`src/design/iss_regs.svh`:
```
`ifndef ISS_REGS_SVH
`define ISS_REGS_SVH

// pipe mask bit positions
`define ISS_P_L0 0
`define ISS_P_L1 1
`define ISS_P_U0 2
`define ISS_P_U1 3
`define ISS_P_FA 4
`define ISS_P_FM 5
`define ISS_P_FLOAT_STORE_PIPE_ZERO 6
`define ISS_P_FLOAT_STORE_PIPE_ONE 7

// subcluster demand codes carried per instruction
`define ISS_SC_E 2'h0
`define ISS_SC_L 2'h1
`define ISS_SC_U 2'h2

// opcode groups that fix a class
`define ISS_OPC_ARITH 6'h10
`define ISS_OPC_SHIFT 6'h12

// result latencies in core cycles
`define ISS_LAT_INT1 6'h01
`define ISS_LAT_IMISC 6'h03
`define ISS_LAT_IMUL 6'h07
`define ISS_LAT_FP 6'h04
`define ISS_LAT_FP_STORE_EXTRA 6'h02
`define ISS_LAT_FDIV_S 6'h0c
`define ISS_LAT_FDIV_D 6'h0f
`define ISS_LAT_FSQRT_S 6'h12
`define ISS_LAT_FSQRT_D 6'h21
`define ISS_LAT_ILD_HIT 6'h03
`define ISS_LAT_ILD_MISS 6'h0d
`define ISS_LAT_FLD_HIT 6'h04
`define ISS_LAT_FLD_MISS 6'h0e
`define ISS_LAT_FTOI 6'h03
`define ISS_LAT_ITOF 6'h04
`define ISS_LAT_JUMP 6'h03
`define ISS_LAT_IPR_FAST 6'h01
`define ISS_LAT_IPR_SLOW 6'h03
`define ISS_XC_DELAY 6'h01

// unit reuse intervals in core cycles
`define ISS_REUSE_DIV_S 6'h09
`define ISS_REUSE_DIV_D 6'h0c
`define ISS_REUSE_SQRT_S 6'h0f
`define ISS_REUSE_SQRT_D 6'h1e

// queue sizes and issue widths
`define ISS_IQ_DEPTH 20
`define ISS_FQ_DEPTH 15
`define ISS_IQ_WIDTH 4
`define ISS_FQ_WIDTH 2

`endif

```
`src/design/iss_pkg.sv`:
```
package iss_pkg;

    // instruction classes seen by issue control
    typedef enum logic [4:0] {
        ISS_C_ISEL, ISS_C_FADD, ISS_C_FCBR, ISS_C_FSEL1, ISS_C_FSEL2, ISS_C_FDIV,
        ISS_C_FLD, ISS_C_FMUL, ISS_C_FSQRT, ISS_C_FST, ISS_C_FTOI, ISS_C_IADD,
        ISS_C_ICBR, ISS_C_ILD, ISS_C_ILOG, ISS_C_IMISC, ISS_C_IMUL, ISS_C_ISHF,
        ISS_C_IST, ISS_C_ITOF, ISS_C_JUMP, ISS_C_ADDR, ISS_C_MBAR, ISS_C_FCRD,
        ISS_C_IPRMV, ISS_C_NOP, ISS_C_CCNT, ISS_C_LOCK, ISS_C_UBR
    } iss_class_e;

    typedef logic [7:0] iss_pipe_t;

endpackage

```
`src/design/iss_ready_mem.sv`:
```
`timescale 1ns/1ps
module iss_ready_mem #(
    parameter int DEPTH = 80,
    parameter int WIDTH = 19,
    parameter int AW = 7
) (
    input wire logic clk_in, // core clock
    input wire logic rst_n_in, // async reset, active low
    input wire logic ce_in, // clock enable
    input wire logic wr_en_in, // write strobe
    input wire logic [AW-1:0] wr_addr_in, // write tag
    input wire logic [WIDTH-1:0] wr_data_in, // write entry
    input wire logic rd_en_in, // read strobe
    input wire logic [AW-1:0] rd_addr_in, // read tag
    output logic [WIDTH-1:0] rd_data_out // registered read entry
);

    logic [WIDTH-1:0] mem [DEPTH];

    // array has no reset; the owner keeps a valid bit per entry
    always_ff @(posedge clk_in) begin
        if (ce_in && wr_en_in) begin
            mem[wr_addr_in] <= wr_data_in;
        end
    end

    // read before write: same-cycle write to the read tag is not seen
    always_ff @(posedge clk_in or negedge rst_n_in) begin
        if (!rst_n_in) begin
            rd_data_out <= '0;
        end else if (ce_in && rd_en_in) begin
            rd_data_out <= mem[rd_addr_in];
        end
    end

endmodule // iss_ready_mem

```
`src/design/iss_slot_sched.sv`:
```
// Function
// - float operates, divide, root, branch, select halves go only to float add pipe
// - float multiply and float control read go only to float multiply pipe
// - integer/float loads, integer stores, int-to-float moves use lower pipes only
// - float stores and float-to-int moves use float store pipes or lower pipes
// - arithmetic opcode group minus byte compare, logic, address, select: any int pipe
// - shift opcode group and integer branches go only to the upper pipes
// - integer misc only to upper pipe zero, integer multiply only to upper pipe one
// - all jump class instructions go only to lower pipe zero
// - register moves to lower zero or one by target; barrier, counter, lock to lower one
// - no-operation class gets no pipe at all
// - either-cluster integer instructions are bound per fetch line at map time
// - slot position is taken from program counter bits three and two
// - upper/lower/either pattern maps through a fixed table; fixed slots keep cluster
// - issue waits for operands and units; latency fixed except load misses
// - loads ready after 3 or 4 on hit, 13 or 14 plus loop delay on miss
// - float add, multiply, select second half: 4 cycles, 6 to store consumers
// - divide ready 12 or 15, divider reusable after 9 or 12
// - root ready 18 or 33, unit reusable after 15 or 30
// - simple int 1, misc 3, multiply 7, plus one across clusters
// - select first halves feed second halves after 4 (float) or 1 (integer)
// - register reads ready after 1 or 3, register writes give no result
// - stores, branches, barriers and no-ops produce no register value
// - integer queue 20 entries issuing 4, float queue 15 entries issuing 2
// - issued entry stays one cycle without service, deleted two cycles after issue
`timescale 1ns/1ps
`include "iss_regs.svh"
module iss_slot_sched
    import iss_pkg::*;
#(
    parameter int NREG = 80,
    parameter int TAGW = 7,
    parameter int TW = 16,
    parameter int IQ_N = `ISS_IQ_DEPTH,
    parameter int FQ_N = `ISS_FQ_DEPTH,
    parameter int IQ_W = `ISS_IQ_WIDTH,
    parameter int FQ_W = `ISS_FQ_WIDTH,
    parameter logic [5:0] BC_EXTRA = 6'h0
) (
    input wire logic core_clk_in, // core clock
    input wire logic rst_n_in, // async reset, active low
    input wire logic ce_in, // clock enable, freezes all state when low
    input wire logic cls_valid_in, // classify request
    input wire iss_class_e cls_code_in, // class from decode
    input wire logic [5:0] cls_opc_in, // major opcode
    input wire logic cls_bytecmp_in, // byte compare instruction
    input wire logic cls_ipr_lower1_in, // register move targets lower pipe one
    output iss_pipe_t pipe_mask_out, // permitted pipes
    output logic pipe_valid_out, // mask valid
    input wire logic slot_valid_in, // fetch line present
    input wire logic [7:0] slot_code_in, // demand code per instruction
    input wire logic [7:0] slot_pc_in, // pc bits 3:2 per instruction
    output logic [3:0] slot_upper_out, // per position, 1 = upper
    output logic slot_done_out, // slotting valid
    input wire logic prd_issue_in, // producer issues
    input wire iss_class_e prd_class_in, // producer class
    input wire logic [TAGW-1:0] prd_dest_in, // destination tag
    input wire logic prd_double_in, // double precision
    input wire logic prd_miss_in, // load missed data cache
    input wire logic prd_ipr_slow_in, // register read from fetch/memory unit
    input wire logic prd_ipr_write_in, // register move is a write
    input wire logic prd_upper_in, // producer in upper cluster
    output logic prd_refused_out, // issue refused, unit busy
    input wire logic cns_req_in, // consumer readiness query
    input wire logic [TAGW-1:0] cns_src_in, // source tag
    input wire logic cns_upper_in, // consumer in upper cluster
    input wire logic cns_fstore_in, // consumer is float store or float-to-int
    output logic cns_done_out, // query answered
    output logic cns_ready_out, // operand ready this cycle
    output logic div_free_out, // divider may be used
    output logic sqrt_free_out, // root unit may be used
    input wire logic [IQ_N-1:0] iq_issue_in, // integer queue entries issued
    input wire logic [FQ_N-1:0] fq_issue_in, // float queue entries issued
    output logic [IQ_N-1:0] iq_hold_out, // integer entries held, no service
    output logic [IQ_N-1:0] iq_delete_out, // integer entries to delete
    output logic [FQ_N-1:0] fq_hold_out, // float entries held, no service
    output logic [FQ_N-1:0] fq_delete_out, // float entries to delete
    output logic iss_over_out // issue width exceeded
);

    ////////////////////////////////////////////////////////////////////////////
    // types, table, helpers

    typedef struct packed {
        logic [TW-1:0] rtime;
        logic xc;
        logic fs;
        logic up;
    } iss_entry_s;

    typedef struct packed {
        iss_pipe_t pmask;
        logic pval;
        logic [3:0] supper;
        logic sdone;
        logic [TW-1:0] now;
        logic [5:0] divc;
        logic [5:0] sqrc;
        logic dfree;
        logic sfree;
        logic refused;
        logic [NREG-1:0] vld;
        logic c1_req;
        logic c1_vld;
        logic c1_upper;
        logic c1_fst;
        logic cdone;
        logic crdy;
        logic [IQ_N-1:0] iqh;
        logic [IQ_N-1:0] iqd;
        logic [FQ_N-1:0] fqh;
        logic [FQ_N-1:0] fqd;
        logic over;
    } iss_state_s;

    // index = pos3*27 + pos2*9 + pos1*3 + pos0, with E=0 L=1 U=2
    localparam logic [3:0] SLOT_TBL [81] = '{
        4'ha, 4'ha, 4'h9, 4'h9, 4'hc, 4'h9, 4'ha, 4'ha, 4'h3,
        4'ha, 4'ha, 4'h9, 4'h9, 4'h8, 4'h9, 4'ha, 4'ha, 4'h3,
        4'h5, 4'h6, 4'h5, 4'h5, 4'hc, 4'h5, 4'h6, 4'h6, 4'h7,
        4'h5, 4'h6, 4'h5, 4'h5, 4'h4, 4'h5, 4'h6, 4'h6, 4'h3,
        4'h3, 4'h2, 4'h3, 4'h1, 4'h0, 4'h1, 4'h3, 4'h2, 4'h3,
        4'h5, 4'h6, 4'h5, 4'h5, 4'h4, 4'h5, 4'h6, 4'h6, 4'h7,
        4'ha, 4'ha, 4'h9, 4'h9, 4'hc, 4'h9, 4'ha, 4'ha, 4'hb,
        4'ha, 4'ha, 4'h9, 4'h9, 4'h8, 4'h9, 4'ha, 4'ha, 4'hb,
        4'hc, 4'hc, 4'hd, 4'hc, 4'hc, 4'hd, 4'he, 4'he, 4'hf
    };

    // opcode group overrides the decoded class
    function automatic iss_class_e reclass(iss_class_e c, logic [5:0] opc, logic bc);
        if (bc) return ISS_C_ILOG;
        if (opc == `ISS_OPC_ARITH) return ISS_C_IADD;
        if (opc == `ISS_OPC_SHIFT) return ISS_C_ISHF;
        return c;
    endfunction

    function automatic iss_pipe_t pipes(iss_class_e c, logic l1);
        iss_pipe_t m;
        m = '0;
        case (c)
            ISS_C_ISEL, ISS_C_IADD, ISS_C_ILOG, ISS_C_ADDR: begin
                m[`ISS_P_L0] = 1'b1;
                m[`ISS_P_L1] = 1'b1;
                m[`ISS_P_U0] = 1'b1;
                m[`ISS_P_U1] = 1'b1;
            end
            ISS_C_FADD, ISS_C_FCBR, ISS_C_FSEL1, ISS_C_FSEL2, ISS_C_FDIV, ISS_C_FSQRT: begin
                m[`ISS_P_FA] = 1'b1;
            end
            ISS_C_FMUL, ISS_C_FCRD: m[`ISS_P_FM] = 1'b1;
            ISS_C_FLD, ISS_C_ILD, ISS_C_IST, ISS_C_ITOF: begin
                m[`ISS_P_L0] = 1'b1;
                m[`ISS_P_L1] = 1'b1;
            end
            ISS_C_FST, ISS_C_FTOI: begin
                m[`ISS_P_FLOAT_STORE_PIPE_ZERO] = 1'b1;
                m[`ISS_P_FLOAT_STORE_PIPE_ONE] = 1'b1;
                m[`ISS_P_L0] = 1'b1;
                m[`ISS_P_L1] = 1'b1;
            end
            ISS_C_ISHF, ISS_C_ICBR: begin
                m[`ISS_P_U0] = 1'b1;
                m[`ISS_P_U1] = 1'b1;
            end
            ISS_C_IMISC: m[`ISS_P_U0] = 1'b1;
            ISS_C_IMUL: m[`ISS_P_U1] = 1'b1;
            ISS_C_JUMP, ISS_C_UBR: m[`ISS_P_L0] = 1'b1;
            ISS_C_IPRMV: m[l1 ? `ISS_P_L1 : `ISS_P_L0] = 1'b1;
            ISS_C_MBAR, ISS_C_CCNT, ISS_C_LOCK: m[`ISS_P_L1] = 1'b1;
            default: m = '0;
        endcase
        return m;
    endfunction

    // fixed class latency; only load misses vary with the board loop
    function automatic logic [5:0] lat_of(iss_class_e c, logic dbl, logic miss, logic slow);
        case (c)
            ISS_C_ISEL, ISS_C_IADD, ISS_C_ILOG, ISS_C_ISHF, ISS_C_ADDR, ISS_C_CCNT,
            ISS_C_LOCK: return `ISS_LAT_INT1;
            ISS_C_IMISC: return `ISS_LAT_IMISC;
            ISS_C_IMUL: return `ISS_LAT_IMUL;
            ISS_C_FADD, ISS_C_FMUL, ISS_C_FSEL1, ISS_C_FSEL2,
            ISS_C_FCRD: return `ISS_LAT_FP;
            ISS_C_FDIV: return dbl ? `ISS_LAT_FDIV_D : `ISS_LAT_FDIV_S;
            ISS_C_FSQRT: return dbl ? `ISS_LAT_FSQRT_D : `ISS_LAT_FSQRT_S;
            ISS_C_ILD: return miss ? 6'(`ISS_LAT_ILD_MISS + BC_EXTRA) : `ISS_LAT_ILD_HIT;
            ISS_C_FLD: return miss ? 6'(`ISS_LAT_FLD_MISS + BC_EXTRA) : `ISS_LAT_FLD_HIT;
            ISS_C_FTOI: return `ISS_LAT_FTOI;
            ISS_C_ITOF: return `ISS_LAT_ITOF;
            ISS_C_JUMP: return `ISS_LAT_JUMP;
            ISS_C_IPRMV: return slow ? `ISS_LAT_IPR_SLOW : `ISS_LAT_IPR_FAST;
            default: return 6'h0;
        endcase
    endfunction

    function automatic logic has_val(iss_class_e c, logic ipr_wr);
        case (c)
            ISS_C_FCBR, ISS_C_FST, ISS_C_ICBR, ISS_C_IST, ISS_C_MBAR, ISS_C_NOP,
            ISS_C_UBR: return 1'b0;
            ISS_C_IPRMV: return !ipr_wr;
            default: return 1'b1;
        endcase
    endfunction

    function automatic logic xc_of(iss_class_e c);
        return c inside {ISS_C_ISEL, ISS_C_IADD, ISS_C_ILOG, ISS_C_ISHF, ISS_C_IMISC,
                         ISS_C_IMUL, ISS_C_ADDR, ISS_C_CCNT};
    endfunction

    function automatic logic fs_of(iss_class_e c);
        return c inside {ISS_C_FADD, ISS_C_FMUL, ISS_C_FSEL2};
    endfunction

    // place each instruction at the position its pc names
    function automatic logic [6:0] slot_idx(logic [7:0] pc, logic [7:0] cd);
        logic [1:0] p [4];
        for (int i = 0; i < 4; i++) begin
            p[i] = `ISS_SC_E;
        end
        for (int i = 0; i < 4; i++) begin
            p[pc[2*i +: 2]] = (cd[2*i +: 2] == `ISS_SC_L || cd[2*i +: 2] == `ISS_SC_U)
                              ? cd[2*i +: 2] : `ISS_SC_E;
        end
        return 7'(7'(p[3]) * 7'h1b + 7'(p[2]) * 7'h09 + 7'(p[1]) * 7'h03 + 7'(p[0]));
    endfunction

    function automatic int unsigned pop(logic [31:0] v);
        int unsigned n;
        n = 0;
        for (int i = 0; i < 32; i++) begin
            n = n + 32'(v[i]);
        end
        return n;
    endfunction

    ////////////////////////////////////////////////////////////////////////////
    // datapath

    iss_state_s st_ff;
    iss_state_s nxt_st;
    iss_class_e eff_cls;
    logic div_req;
    logic sqrt_req;
    logic prd_take;
    logic wr_en;
    iss_entry_s wr_ent;
    iss_entry_s rd_ent;
    logic [TW-1:0] ready_eff;
    logic [TW-1:0] cns_diff;

    assign eff_cls = reclass(cls_code_in, cls_opc_in, cls_bytecmp_in);

    // a busy divider or root unit refuses the issue outright
    assign div_req = prd_issue_in && prd_class_in == ISS_C_FDIV;
    assign sqrt_req = prd_issue_in && prd_class_in == ISS_C_FSQRT;
    assign prd_take = prd_issue_in && !(div_req && !st_ff.dfree)
                      && !(sqrt_req && !st_ff.sfree);
    assign wr_en = ce_in && prd_take && has_val(prd_class_in, prd_ipr_write_in);

    // ready cycle = issue cycle + latency
    assign wr_ent.rtime = TW'(st_ff.now + TW'(lat_of(prd_class_in, prd_double_in,
                                prd_miss_in, prd_ipr_slow_in)));
    assign wr_ent.xc = xc_of(prd_class_in);
    assign wr_ent.fs = fs_of(prd_class_in);
    assign wr_ent.up = prd_upper_in;

    // cross-cluster and store-consumer adders applied at query time
    assign ready_eff = TW'(rd_ent.rtime
        + ((rd_ent.xc && rd_ent.up != st_ff.c1_upper) ? TW'(`ISS_XC_DELAY) : TW'(0))
        + ((rd_ent.fs && st_ff.c1_fst) ? TW'(`ISS_LAT_FP_STORE_EXTRA) : TW'(0)));
    // wrap-safe compare against the cycle the answer is shown
    assign cns_diff = TW'(st_ff.now + 1'b1 - ready_eff);

    iss_ready_mem #(.DEPTH(NREG), .WIDTH(TW + 3), .AW(TAGW)) u_ready_mem (
        .clk_in(core_clk_in),
        .rst_n_in(rst_n_in),
        .ce_in(ce_in),
        .wr_en_in(wr_en),
        .wr_addr_in(prd_dest_in),
        .wr_data_in(wr_ent),
        .rd_en_in(cns_req_in),
        .rd_addr_in(cns_src_in),
        .rd_data_out(rd_ent)
    );

    ////////////////////////////////////////////////////////////////////////////
    // next state

    always_comb begin
        nxt_st = st_ff;
        if (ce_in) begin
            nxt_st.now = TW'(st_ff.now + 1'b1);
            nxt_st.pval = cls_valid_in;
            nxt_st.pmask = cls_valid_in ? pipes(eff_cls, cls_ipr_lower1_in) : '0;
            // binding of either-cluster slots per line
            nxt_st.sdone = slot_valid_in;
            if (slot_valid_in) begin
                nxt_st.supper = SLOT_TBL[slot_idx(slot_pc_in, slot_code_in)];
            end
            // reuse counters count down to free
            if (div_req && prd_take) begin
                nxt_st.divc = prd_double_in ? `ISS_REUSE_DIV_D - 6'h1
                                            : `ISS_REUSE_DIV_S - 6'h1;
            end else if (st_ff.divc != 6'h0) begin
                nxt_st.divc = st_ff.divc - 6'h1;
            end
            if (sqrt_req && prd_take) begin
                nxt_st.sqrc = prd_double_in ? `ISS_REUSE_SQRT_D - 6'h1
                                            : `ISS_REUSE_SQRT_S - 6'h1;
            end else if (st_ff.sqrc != 6'h0) begin
                nxt_st.sqrc = st_ff.sqrc - 6'h1;
            end
            nxt_st.dfree = (nxt_st.divc == 6'h0);
            nxt_st.sfree = (nxt_st.sqrc == 6'h0);
            nxt_st.refused = prd_issue_in && !prd_take;
            if (wr_en) begin
                nxt_st.vld[prd_dest_in] = 1'b1;
            end
            // query stage one: capture request, memory reads alongside
            nxt_st.c1_req = cns_req_in;
            nxt_st.c1_vld = st_ff.vld[cns_src_in];
            nxt_st.c1_upper = cns_upper_in;
            nxt_st.c1_fst = cns_fstore_in;
            nxt_st.cdone = st_ff.c1_req;
            nxt_st.crdy = st_ff.c1_req && (!st_ff.c1_vld || !cns_diff[TW-1]);
            // issued entries idle one cycle, then delete
            nxt_st.iqh = iq_issue_in;
            nxt_st.iqd = st_ff.iqh;
            nxt_st.fqh = fq_issue_in;
            nxt_st.fqd = st_ff.fqh;
            nxt_st.over = (pop(32'(iq_issue_in)) > IQ_W)
                          || (pop(32'(fq_issue_in)) > FQ_W);
        end
    end

    // single state register
    always_ff @(posedge core_clk_in or negedge rst_n_in) begin
        if (!rst_n_in) begin
            st_ff <= '0;
            st_ff.dfree <= 1'b1;
            st_ff.sfree <= 1'b1;
        end else begin
            st_ff <= nxt_st;
        end
    end

    assign pipe_mask_out = st_ff.pmask;
    assign pipe_valid_out = st_ff.pval;
    assign slot_upper_out = st_ff.supper;
    assign slot_done_out = st_ff.sdone;
    assign prd_refused_out = st_ff.refused;
    assign cns_done_out = st_ff.cdone;
    assign cns_ready_out = st_ff.crdy;
    assign div_free_out = st_ff.dfree;
    assign sqrt_free_out = st_ff.sfree;
    assign iq_hold_out = st_ff.iqh;
    assign iq_delete_out = st_ff.iqd;
    assign fq_hold_out = st_ff.fqh;
    assign fq_delete_out = st_ff.fqd;
    assign iss_over_out = st_ff.over;
endmodule // iss_slot_sched

```
`config.mk`:
```
export PLATFORM = sky130hd
export DESIGN_NAME = iss_slot_sched
export DESIGN_NICKNAME = d
export VERILOG_FILES = /design/src/design/iss_pkg.sv /design/src/design/iss_ready_mem.sv /design/src/design/iss_slot_sched.sv
export VERILOG_INCLUDE_DIRS = /design/src /design/src/design
export SDC_FILE = /design/constraint.sdc
export NUM_CORES = 2
export LEC_CHECK = 0
export ABC_AREA = 1
export BUFFER_PORTS_ARGS = -buffer_cell sky130_fd_sc_hd__buf_2
export CAP_MARGIN = 20
export CORE_MARGIN = 2
export CORE_UTILIZATION = 57
export DETAILED_ROUTE_END_ITERATION = 10
export GPL_ROUTABILITY_DRIVEN = 1
export PLACE_DENSITY = 0.81
export SYNTH_ARGS = -nofsm -noshare
export SYNTH_HDL_FRONTEND = slang
export SYNTH_HIERARCHICAL = 1
export SYNTH_SLANG_ARGS = --single-unit
```
`constraint.sdc`:
```
create_clock -name core_clk_in -period 4.8 [get_ports core_clk_in]
set_clock_uncertainty 0.15 [all_clocks]
set_input_delay 0.24 -clock core_clk_in [delete_from_list [all_inputs] [get_ports core_clk_in]]
set_output_delay 0.24 -clock core_clk_in [all_outputs]
set_load 0.01 [all_outputs]
```
==> results_dict.tcl <==
set metrics [dict create \
    area_growth_syn_to_layout_pct 12.25 \
    htreeDepth 4 \
    drt_iter0_markers 8617 \
    seq_area_frac_synth 0.6757 \
    port_buffers 186 \
    yosysWarnings 6 \
    synth-edff-count 1520 \
    synthFlopType "edfxtp_1" \
    cp-end-kind "flip-flop" \
    wl_um 204500 \
    routabilityCongestion 0.9248 \
    cts_made_buffers 167 \
    root_buffer "clkbuf_16" \
    wl_met1_um 72120 \
    worst_slew_pin_slew_ns 1.152 \
    ys_async_sr_fraction 0.1264 \
    final_common_cell "nand2_1" \
    regArea_um2 51150 \
    syn_avg_cell_area_um2 10.87 \
    yosys_register_bits 1740 \
    maxCapViolCount 0 \
    required_ns 5.10 \
    dieArea_um2 135700 \
    vias 54830 \
    wl_met2_um 94930 \
    finalHoldViolations 24 \
    cts_setup_buffers 0 \
    synth_nets 7166 \
    core_area_um2 131600 \
    antenna_found_initial 7 \
    rsz0062_at_grt "false" \
    grt_usage 0.2961 \
    period_needed_ns 4.649 \
    drv_slew 0 \
    firstDrtPassIters 10 \
    period_share 0.9685 \
    setup_ws_ns 0.1512 \
    rows 133 \
    die_x_um 368.4 \
    syn_area_um2 75700 \
    grt_start_max_net_pins 199 \
    clk_path_buf_depth 3 \
    placed_cells 8611 \
    final_cell_mix "nand2_1, edfxtp_1, nand3_1, inv_1, dfrtp_1" \
    stdcell_count 9029 \
    slew_headroom 0.2320 \
    grt_overflow 0 \
    tritoncts "yes" \
    finish.instance_area_um2 84970 \
    highest_layer "met5" \
    drc 0 \
    setup_viol 0 \
    hold_ws_ns -0.06319 \
    vdd_drop_max_uv 383.1 \
    fillCellCount 9102 \
    grt_pass1_vias 53420 \
    cp-start-kind "input port" \
    wl_per_cell_um 22.65 \
    dp_hpwl_um 113300 \
    nets 7335 \
    initial_utilization 0.5751 \
    fmax_ghz 0.2151 \
    clkTransAtPathRegs_ns 0.06 \
    dpl_worst_slack_ns 0.1874 \
    outcome "finished with violations" \
    critical_path.max_fanout 80 \
    reg2reg_from "st_ff[172]$_DFFE_PN0P_" \
    dpl-instance-area_um2 78500 \
    multi_input_area_um2 21300 \
    hold_path.class "in2async" \
    cts.sinks 1740 \
    crit_arrival_ns 4.95 \
    io_pins 187 \
    p_leak_nw 33.42 \
    grt_pass1_wl_um 307600 \
    drive_gt1_frac 0.09763 \
    vias_per_cell 6.073 \
    startpoint "prd_class_in[3]" \
    met3_length_um 25970 \
    ff2ff_setup_slack_ns 1.00 \
    synth.distinct_cells 50 \
    power_density_nw_per_um2 437.8 \
    postRouteAntennaNets 0 \
    final.setup.tns_ns 0 \
    setup.worst_path.class "in2reg" \
    synthCells 6964 \
    cts_resized 0 \
    dieHeight_um 368.4 \
    insertion_delay_ns 0.82 \
    violations "hold timing" \
]
path summary, 6_finish.rpt:
check | to | cells past startpoint
max | u_ready_mem/mem[49][9]$_DFFE_PP_ | 17
min | st_ff[80]$_DFFE_PN0P_ | 2
max reg2reg | cns_ready_out$_DFFE_PN0P_ | 19
min reg2reg | st_ff[98]$_DFFE_PN0P_ | 2
max in group asynchronous | u_ready_mem/rd_data_out[5]$_DFFE_PN0P_ | 3
min in group core_clk_in | u_ready_mem/mem[3][0]$_DFFE_PP_ | 1
synthesized netlist by cell type, types with 8 or more instances:
master,n,area [µm²]
a21oi_1,140,700.7
a31oi_1,10,62.56
buf_1,30,112.6
buf_2,166,830.8
buf_4,131,983.4
buf_6,18,202.7
clkbuf_1,119,446.7
dfrtp_1,218,5455
edfxtp_1,1520,45640
fa_1,33,660.6
ha_1,72,900.9
inv_1,288,1081
nand2_1,2283,8569
nand2_4,9,101.4
nand3_1,1240,6206
nand4_1,18,112.6
nor2_1,248,930.9
nor3_1,21,105.1
o211ai_1,16,120.1
o21ai_0,159,795.8
o21ai_1,35,175.2
o21bai_1,50,375.4
o31ai_1,41,307.8
xnor2_1,8,70.07
xor2_1,28,245.2
critical path, cell delays in order:
cell and delay [ns]:
dlygate4sd3_1 0.52, buf_2 0.17, inv_2 0.04, nor2_2 0.19, dlygate4sd3_1 0.60, nand2_1 0.07, nor2_2 0.13, inv_1 0.06
nor2_1 0.14, nor3_1 0.08, nand4_1 0.13, ha_4 0.16, fa_4 0.29, a31oi_1 0.20, o21ai_0 0.93, xor2_4 0.16
buf_4 0.73
report_power, final:
part,internal [mW],switching [mW],total (mW),leakage [nW]
clock network,7.24,5.62,12.9,2.63
registers,18.0,0.219,18.2,16.7
logic,1.72,4.42,6.14,14.1
area by class of cell:
cell class	count	area share
clock inverter	89	0.009719
inverter	301	0.01358
tap	1755	0.02584
clock buffer	219	0.05339
sequential	1740	0.6020
multi-input combinational	4458	0.2507
timing repair buffer	465	0.04475
antenna	2	0.00005890
cell families (layout without fill, tap and decap cells):
kind of cell | after synthesis | count (layout) | synth area share
AO/OA/AOI/OAI | 471 | 471 | 0.03578
other | 0 | 2 | 0
buffers and inverters | 766 | 1074 | 0.04902
flip-flops | 1740 | 1740 | 0.6757
AND/OR/NAND/NOR | 3846 | 3846 | 0.2147
XOR/XNOR | 36 | 36 | 0.004165
adder cells (fa/ha/maj) | 105 | 105 | 0.02063
per-stage QoR:
step / total power, mW / hold WS [ns] / util
floorplan: 22.02 / -0.2056 / -
global placement: 24.11 / 0.2691 / 0.5964
detailed placement: 24.30 / 0.2732 / 0.5964
CTS: 37.07 / 0.0009812 / 0.6453
global route: 38.35 / 0.03926 / 0.6455
finish: 37.20 / -0.06319 / 0.6455
sequential cells by signal, indices dropped and copies added, names as in the netlist, 4 cells and up:
signal,flops
fq_delete_out,15
fq_hold_out,15
iq_delete_out,20
iq_hold_out,20
pipe_mask_out,7
slot_upper_out,4
st_ff,112
u_ready_mem/mem,1520
u_ready_mem/rd_data_out,19
layer usage:
layer	vias to the layer above	track usage
met5	-	0
met4	6	0.1581
met3	735	0.07464
met2	3761	0.4674
met1	26140	0.3793
li1	24190	-
repair_timing:
| action | in CTS | in global routing |
|---|---|---|
| endpoints found under the hold margin | 317 | 0 |
| setup endpoints to repair | 0 | 0 |
| hold buffers | 107 | 0 |
(Power assumes the default switching activity.)
